===== src/fwsb_pkg.sv =====
// fwsb_pkg: offsets, bit positions and reset values of the flash/watchdog/irq sfr bank
// assumes an 8051-style sfr bus with 8-bit addresses and byte data
package fwsb_pkg;
    localparam logic [7:0] ADDR_FLASH_CONTROL    = 8'hB2;
    localparam logic [7:0] ADDR_IRQ_FLAGS_WDOG   = 8'hE8;
    localparam logic [7:0] ADDR_INTERRUPT_VIEW   = 8'hF8;
    localparam logic [7:0] ADDR_ERASE_COMMAND    = 8'h94;
    localparam logic [7:0] ERASE_MASS_CODE       = 8'hAA;
    localparam int         BIT_PROG_WRITE_EN     = 0;
    localparam int         BIT_MASS_ERASE_EN     = 1;
    localparam int         BIT_SECURE            = 6;
    localparam int         BIT_PREBOOT           = 7;
    localparam int         BIT_TRANSFER_FLAG     = 0;
    localparam int         BIT_RTC_FLAG          = 1;
    localparam int         BIT_PLL_FALL          = 7;
    localparam int         EXT_IRQ_COUNT         = 7;
    localparam logic       RESET_FLAG            = 1'b0;
endpackage : fwsb_pkg


===== src/fwsb_bank.sv =====
// fwsb_bank: flash control, irq flag/watchdog and interrupt input view sfrs
// assumes sfr bus on the mpu clock; flash engine and watchdog live outside
// Functional notes
// - program write enable steers movx to flash
// - write enable self-clears after each flash byte
// - write enable writes ignored while interrupts enabled
// - mass erase enable write-only, one-shot arming
// - secure bit blocks external flash reads
// - secure cleared only by reset, set-only
// - preboot status reads high while active
// - hardware sets transfer flag, handler clears
// - hardware sets rtc flag, handler clears
// - top bit reads pll-fall; zero clears
// - writing one restarts watchdog, flag kept
// - input view shows seven interrupt inputs
// - input view has no storage
// - mass erase needs enable, code, debug port
`timescale 1ns/10ps
`default_nettype none
module fwsb_bank (
    // clock and reset
    input  wire logic       clock,
    input  wire logic       srst,
    // sfr bus
    input  wire logic [7:0] sfr_addr,
    input  wire logic       sfr_wr,
    input  wire logic       sfr_rd,
    input  wire logic [7:0] sfr_wdata,
    output var  logic [7:0] sfr_rdata,
    // core status
    input  wire logic       global_irq_enable,
    input  wire logic       movx_store,
    input  wire logic       flash_byte_done,
    input  wire logic       debug_port_enable,
    input  wire logic       preboot_active,
    // events
    input  wire logic       transfer_busy_event,
    input  wire logic       rtc_second_event,
    input  wire logic       pll_fall_event,
    // pins
    input  wire logic [6:0] ext_irq_inputs,
    // flash and watchdog control
    output logic            program_write_enable,
    output logic            movx_to_flash,
    output logic            mass_erase_start,
    output logic            external_read_block,
    output logic            watchdog_restart,
    // interrupt requests
    output logic            transfer_irq_req,
    output logic            rtc_irq_req,
    output logic            pll_fall_irq_req
);
    logic                                 mass_erase_enable;
    logic                                 secure;
    logic                                 transfer_irq_flag;
    logic                                 rtc_irq_flag;
    logic                                 pll_fall_flag;
    logic [fwsb_pkg::EXT_IRQ_COUNT-1:0]   ext_irq_sync;
    logic                                 preboot_sync;
    logic [7:0]                           next_rdata;

    // pins and preboot status cross in via two flops
    fwsb_sync #(.WIDTH(fwsb_pkg::EXT_IRQ_COUNT + 1)) u_sync (
        .clock    (clock),
        .srst     (srst),
        .async_in ({preboot_active, ext_irq_inputs}),
        .sync_out ({preboot_sync, ext_irq_sync})
    );

    wire wr_flash = sfr_wr && (sfr_addr == fwsb_pkg::ADDR_FLASH_CONTROL);
    wire wr_flags = sfr_wr && (sfr_addr == fwsb_pkg::ADDR_IRQ_FLAGS_WDOG);
    wire wr_erase = sfr_wr && (sfr_addr == fwsb_pkg::ADDR_ERASE_COMMAND);
    wire pwe_wr_ok = wr_flash && !global_irq_enable;
    // write-zero-to-clear; set wins over clear in the same cycle
    wire clr_xfer = wr_flags && !sfr_wdata[fwsb_pkg::BIT_TRANSFER_FLAG];
    wire clr_rtc  = wr_flags && !sfr_wdata[fwsb_pkg::BIT_RTC_FLAG];
    wire clr_pll  = wr_flags && !sfr_wdata[fwsb_pkg::BIT_PLL_FALL];
    wire erase_ok = wr_erase && (sfr_wdata == fwsb_pkg::ERASE_MASS_CODE)
                    && mass_erase_enable && debug_port_enable;

    always_ff @(posedge clock) begin
        if (srst) begin
            program_write_enable <= fwsb_pkg::RESET_FLAG;
        end else if (flash_byte_done) begin
            program_write_enable <= 1'b0;
        end else if (pwe_wr_ok) begin
            program_write_enable <= sfr_wdata[fwsb_pkg::BIT_PROG_WRITE_EN];
        end
    end

    // arming is consumed by the next erase command write, whatever its code
    always_ff @(posedge clock) begin
        if (srst) begin
            mass_erase_enable <= fwsb_pkg::RESET_FLAG;
        end else if (wr_flash) begin
            mass_erase_enable <= sfr_wdata[fwsb_pkg::BIT_MASS_ERASE_EN];
        end else if (wr_erase) begin
            mass_erase_enable <= 1'b0;
        end
    end

    always_ff @(posedge clock) begin
        if (srst) begin
            secure <= fwsb_pkg::RESET_FLAG;
        end else if (wr_flash && sfr_wdata[fwsb_pkg::BIT_SECURE]) begin
            secure <= 1'b1;
        end
    end

    always_ff @(posedge clock) begin
        if (srst) begin
            transfer_irq_flag <= fwsb_pkg::RESET_FLAG;
            rtc_irq_flag      <= fwsb_pkg::RESET_FLAG;
            pll_fall_flag     <= fwsb_pkg::RESET_FLAG;
        end else begin
            transfer_irq_flag <= transfer_busy_event || (transfer_irq_flag && !clr_xfer);
            rtc_irq_flag      <= rtc_second_event || (rtc_irq_flag && !clr_rtc);
            pll_fall_flag     <= pll_fall_event || (pll_fall_flag && !clr_pll);
        end
    end

    always_ff @(posedge clock) begin
        if (srst) begin
            mass_erase_start <= 1'b0;
            watchdog_restart <= 1'b0;
            sfr_rdata        <= 8'h00;
        end else begin
            mass_erase_start <= erase_ok;
            watchdog_restart <= wr_flags && sfr_wdata[fwsb_pkg::BIT_PLL_FALL];
            sfr_rdata        <= next_rdata;
        end
    end

    // read data: whole-byte views; erase command reads as zero (write-only)
    always_comb begin
        next_rdata = 8'h00;
        if (sfr_rd) begin
            unique case (sfr_addr)
                fwsb_pkg::ADDR_FLASH_CONTROL: begin
                    next_rdata[fwsb_pkg::BIT_PROG_WRITE_EN] = program_write_enable;
                    next_rdata[fwsb_pkg::BIT_SECURE]        = secure;
                    next_rdata[fwsb_pkg::BIT_PREBOOT]       = preboot_sync;
                end
                fwsb_pkg::ADDR_IRQ_FLAGS_WDOG: begin
                    next_rdata[fwsb_pkg::BIT_TRANSFER_FLAG] = transfer_irq_flag;
                    next_rdata[fwsb_pkg::BIT_RTC_FLAG]      = rtc_irq_flag;
                    next_rdata[fwsb_pkg::BIT_PLL_FALL]      = pll_fall_flag;
                end
                fwsb_pkg::ADDR_INTERRUPT_VIEW: begin
                    next_rdata = {1'b0, ext_irq_sync};
                end
                default: next_rdata = 8'h00;
            endcase
        end
    end

    // flash redirect of movx stores; core is expected to write full bytes
    assign movx_to_flash       = program_write_enable && movx_store;
    assign external_read_block = secure;
    assign transfer_irq_req    = transfer_irq_flag;
    assign rtc_irq_req         = rtc_irq_flag;
    assign pll_fall_irq_req    = pll_fall_flag;
endmodule : fwsb_bank
`default_nettype wire


===== src/fwsb_sync.sv =====
// fwsb_sync: two-flop level synchroniser, one per bit
// assumes inputs asynchronous to clock
`timescale 1ns/10ps
`default_nettype none
module fwsb_sync #(
    parameter int WIDTH = 1
) (
    // clock and reset
    input  wire logic             clock,
    input  wire logic             srst,
    // level in and out
    input  wire logic [WIDTH-1:0] async_in,
    output var  logic [WIDTH-1:0] sync_out
);
    logic [WIDTH-1:0] stage1;

    initial begin
        if (WIDTH < 1) $error("fwsb_sync: WIDTH must be positive");
    end

    always_ff @(posedge clock) begin
        if (srst) begin
            stage1   <= '0;
            sync_out <= '0;
        end else begin
            stage1   <= async_in;
            sync_out <= stage1;
        end
    end
endmodule : fwsb_sync
`default_nettype wire


===== config.mk =====
export PLATFORM = sky130hd
export DESIGN_NAME = fwsb_bank
export DESIGN_NICKNAME = d
export VERILOG_FILES = /design/src/fwsb_pkg.sv /design/src/fwsb_bank.sv /design/src/fwsb_sync.sv
export SDC_FILE = /design/constraint.sdc
export NUM_CORES = 1
export LEC_CHECK = 0
export ABC_AREA = 0
export BUFFER_PORTS_ARGS = -buffer_cell sky130_fd_sc_hd__buf_2
export CELL_PAD_IN_SITES_DETAIL_PLACEMENT = 0
export CELL_PAD_IN_SITES_GLOBAL_PLACEMENT = 1
export CORE_MARGIN = 2
export CORE_UTILIZATION = 31
export DETAILED_ROUTE_END_ITERATION = 16
export HOLD_SLACK_MARGIN = 0.08
export PLACE_DENSITY = 0.8
export SYNTH_ARGS = -nofsm -noshare
export SYNTH_HDL_FRONTEND = slang
export SYNTH_HIERARCHICAL = 1
export SYNTH_SLANG_ARGS = --single-unit

===== constraint.sdc =====
create_clock -name clock -period 1.2 [get_ports clock]
set_clock_uncertainty 0.1 [all_clocks]
set_input_delay 0.24 -clock clock [delete_from_list [all_inputs] [get_ports clock]]
set_output_delay 0.24 -clock clock [all_outputs]
set_load 0.005 [all_outputs]

Word level (Yosys, flattened, before mapping)
Cells that the tools add are included.
W data, S select, Z words.
Storage, ports and cells
  logic and storage cells: 55
  bits in latches: 0
  output and inout bits: 16
  register bits: 32
  bits in writable memories: 0
  ROM bits: 0
  memories: 0
  input port bits: 35
Cells by class
  eq/ne operators: 5
  order comparisons: 0
  multiplexer cells: 6
  reductions and logical operators: 30
  add/subtract/negate cells: 0
  bitwise operators: 2
  div/mod/pow operators: 0
  multiply operators: 0
  shift operators: 0
Operator list (count)
  $eq A8 B8 Y1 const B: 5
  $logic_and A1 B1 Y1: 16
  $logic_not A1 Y1: 7
  $pmux W1 S2: 3
  $reduce_or A2 Y1: 2
  $logic_or A1 B1 Y1: 3
  $pmux W1 S3: 1
  $reduce_or A3 Y1: 1
  $mux W1: 2
  $not A1 Y1: 2
  $reduce_bool A2 Y1: 1

Logic depth before layout (Yosys ltp)
  word-level depth: 6
  mapped depth: 4
  gate-level depth less buffers: 3

Hierarchy
The synthesis kept the hierarchy.
By module, submodules not included
  fwsb_bank: area each 753.2 sq um, cells an instance 72, seq. area each 320.3 sq um, times used 1
  fwsb_sync: area each 464.2 sq um, cells an instance 33, seq. area each 320.3 sq um, times used 1

Worst setup path after synthesis
No wires, ideal clock.
  kind: input -> register
  start: input port sfr_addr[0]
  end: register pll_fall_flag (netlist: pll_fall_irq_req)
  stages on the path: 4
  setup time: 126 ps
  slack: -20 ps
  buffers on the path: 1
  arrival: 994 ps
  required time: 974 ps
  cell sequence: or2_1 > buf_6 > o41ai_1 > a21oi_1
On the way
  word-level cells in the longest chain between the ends: 6
RTL lines
  start: declaration: RTL line fwsb_bank.sv:25  | input wire logic [7:0] sfr_addr,
  $eq A8 B8 Y1: RTL line fwsb_bank.sv:71  | wire wr_flags = sfr_wr && (sfr_addr == fwsb_pkg::ADDR_IRQ_FLAGS_WDOG);
  $logic_and A1 B1 Y1: RTL line fwsb_bank.sv:71
  $logic_and A1 B1 Y1: RTL line fwsb_bank.sv:77  | wire clr_pll = wr_flags && !sfr_wdata[fwsb_pkg::BIT_PLL_FALL];
  $logic_not A1 Y1: RTL line fwsb_bank.sv:118  | pll_fall_flag <= pll_fall_event || (pll_fall_flag && !clr_pll);
  $logic_and A1 B1 Y1: RTL line fwsb_bank.sv:118
  $logic_or A1 B1 Y1: RTL line fwsb_bank.sv:118
  end signal: assignment: RTL line fwsb_bank.sv:114  | pll_fall_flag <= fwsb_pkg::RESET_FLAG;
  end signal: assignment: RTL line fwsb_bank.sv:118
  end: declaration: RTL line fwsb_bank.sv:57  | logic pll_fall_flag;
Every way passes these cells.
A chain may end at the register's enable or synchronous reset.

Final worst setup path
  start: register program_write_enable
  end: output port movx_to_flash
On the way
  word-level cells in the longest chain between the ends: 1
RTL lines
  start: declaration: RTL line fwsb_bank.sv:43  | output logic program_write_enable,
  start signal: assignment: RTL line fwsb_bank.sv:83  | program_write_enable <= fwsb_pkg::RESET_FLAG;
  start signal: assignment: RTL line fwsb_bank.sv:87  | program_write_enable <= sfr_wdata[fwsb_pkg::BIT_PROG_WRITE_EN];
  $logic_and A1 B1 Y1: RTL line fwsb_bank.sv:158  | assign movx_to_flash = program_write_enable && movx_store;
  end: declaration: RTL line fwsb_bank.sv:44  | output logic movx_to_flash,
Every way passes these cells.

==> summary.md <==
| Metric | Value |
|---|---|
| CP startpoint kind | flop |
| HP Class | input pin to flop |
| Nets | 208 |
| Hold depth | 2 |
| Max_cap viols | 0 |
| Final cell count without fillers | 222 |
| Worst endpoint required time | 0.86 ns |
| Maximum vdd ir drop | 0.0004676 V |
| Post-DP HPWL | 2.071 mm |
| Rel. slew slack | 78.90% |
| Vias per std cell | 4.577 |
| First-pass GRT wire length | 4.567 mm |
| Seq/Total Area, Yosys | 52.62% |
| 1st-iter DRT viols | 40 |
| Core Util, Final | 46.94% |
| Most frequent cells in the layout | buf_2, dfxtp_1, buf_4, dlygate4sd3_1, nor2b_2 |
| Setup ws final | 0.03035 ns |
| Hold Vio Cnt, Final | 0 |
| Antenna diodes | 0 |
| Tmin final | 1.170 ns |
| DIE HEIGHT | 66.67 µm |
| Vias in the first global route | 1022 |
| Worst-Margin Slew | 0.3137 ns |
| Distinct cells, synth | 35 |
| Total Wirelength | 2.680 mm |
| IO buf count | 50 |
| Mapped Cells | 105 |
| Clock sink total | 32 |
| Post-synth EDFFs | 0 |
| Hold Startpoint | ext_irq_inputs[2] |
| Cell area after synthesis | 1217 µm² |
| Num rows | 22 |
| Post-place setup slack | -0.2644 ns |
| Max-slew violation count | 0 |
| Clock transition at path regs | 0.06 ns |
| Period Utilization, post-route | 97.47% |
| DRC | 0 |
| Area after DPL | 1548 µm² |
| Crit path kind | flop to primary output |
| Root Driver | clkbuf_8 |
| Pin count of the biggest net entering global routing | 13 |
| Routed vias | 1016 |
| RR Endpoint | sfr_rdata[0] |
| Avg Cell Area, Syn | 11.59 µm² |
| Critical Path End Type | primary output |
| First-pass DRT Iterations | 4 |
| Worst Hold End | u_sync/stage1[2] |
| Die area | 4444 µm² |
| Fill cell count | 380 |
| Initial antenna violation count | 0 |
| Worst Path Max Fanout | 3 |
| Syn nets | 140 |
| Clock buffer depth | 2 |
| Remaining antenna violation count | 0 |
| Pwr Density | 1232 nW/µm² |
| Crit path arrival time | 0.83 ns |
| Unrepaired setup endpoints after global routing | yes |
| Worst r2r path cells | 2 |
| Fmax | 855.0 MHz |
| DP Cell Count | 206 |
| Core Area | 3716 µm² |
| Fraction of layout cells with a size suffix above 1 | 52.30% |
| CTS Buf Count | 5 |
| TritonCTS clock tree | built |
| Ys async rst share | 0% |
| Number of synthesis warnings | 6 |
| Worst skew pair latency | 0.28 ns |
| Synthesis-stage register bit count | 32 |
| Chip width | 66.67 µm |
| Initial Util | 32.76% |
| Num ports | 51 |
| Min Hold Slack | 0.09075 ns |
| Worst reg2reg path startpoint | transfer_irq_req |
| Status | finished, final reports clean |
| Global route overflow | 0 |
| Commonest non-fill, non-tap cell in the layout | buf_2 |
| Post-synth top flop | dfxtp_1 |
| Global placement routability congestion | 0.8161 |
| Final Cell Area | 1744 µm² |
| All-Layer GR Usage | 13.96% |
| Power Total | 2.150 mW |
| P_leak | 0.8356 nW |
| Area Overhead vs Synth | 43.27% |
| Final setup viols | 0 |
| Wire per inst | 12.07 µm |
| R2r setup slk | 0.22 ns |
| CTS H-tree lvls | 2 |
| Total negative slack | 0 ns |
-- Yosys cell counts (2+ instances only) --
master | instances | area (µm²)
dfxtp_1 | 32 | 640.6
nor2b_2 | 7 | 61.31
and2b_2 | 6 | 52.55
and3_1 | 6 | 37.54
inv_1 | 5 | 18.77
nor2b_1 | 4 | 25.02
a21oi_1 | 3 | 15.01
nand2_1 | 3 | 11.26
nor4_1 | 3 | 18.77
o41ai_1 | 3 | 26.28
a32o_2 | 2 | 22.52
and2_1 | 2 | 12.51
buf_2 | 2 | 10.01
buf_6 | 2 | 22.52
mux2i_1 | 2 | 20.02
nand3b_1 | 2 | 15.01
nand4bb_1 | 2 | 22.52
nor2_1 | 2 | 7.510
-- routing by layer --
layer  up-vias  global-route usage, %  wire length [µm]
met5         -                      0                 0
met3         7                  4.561               193
met1       470                  15.95              1118
met2        34                  22.88              1301
li1        505                      -                 -
met4         0                  7.653                66
-- cells by family after synthesis --
logic type | after synthesis | synth area share [%]
AND/OR/NAND/NOR | 50 | 32.58
flip-flops | 32 | 52.62
AO/OA/AOI/OAI | 11 | 8.017
buffers and inverters | 9 | 4.214
multiplexers | 3 | 2.569
-- critical path: stages (launching register included) --
cell and delay (ns):
dfxtp_2 0.32, and2_4 0.13, buf_6 0.10
-- worst max-delay path by stage --
stage / end / slack [ns] / startpoint
2_1_floorplan: pll_fall_irq_req / -0.02 / sfr_addr[0]
3_3_place_gp: rtc_irq_req / -0.15 / sfr_addr[0]
3_5_place_dp: rtc_irq_req / -0.26 / sfr_addr[0]
4_1_cts: movx_to_flash / 0.01 / program_write_enable
5_1_grt: movx_to_flash / -0.02 / program_write_enable
6_report: movx_to_flash / 0.03 / program_write_enable
-- power breakdown --
part	total, mW	switching, mW	internal, mW
registers	1.11	0.0126	1.09
logic	0.211	0.0899	0.121
clock network	0.831	0.366	0.465
-- repair_timing --
action / 4_1_cts / 5_1_grt
hold buffers: 7 / 0
endpoints found under the hold margin: 7 / 0
endpoints found under the setup margin: 1 / 3
gates resized for setup: 1 / 4
buffers inserted: 1 / 0
-- sequential cells by signal, indices dropped and copies added, names as in the netlist --
register              count
mass_erase_enable         1
u_sync/stage1             8
u_sync/sync_out           8
transfer_irq_req          1
mass_erase_start          1
external_read_block       1
watchdog_restart          1
program_write_enable      1
sfr_rdata                 8
rtc_irq_req               1
pll_fall_irq_req          1
-- final cells by class --
class / count / area [µm²] / share of cell area [%]
multi-input combinational: 64 / 543.0 / 31.13
inverter: 5 / 18.77 / 1.076
tap: 48 / 60.06 / 3.443
clock buffer: 7 / 86.33 / 4.950
timing repair buffer: 65 / 386.6 / 22.17
clock inverter: 1 / 7.507 / 0.4304
sequential: 32 / 641.9 / 36.80
No activity file was read; power rests on OpenSTA's default activity.
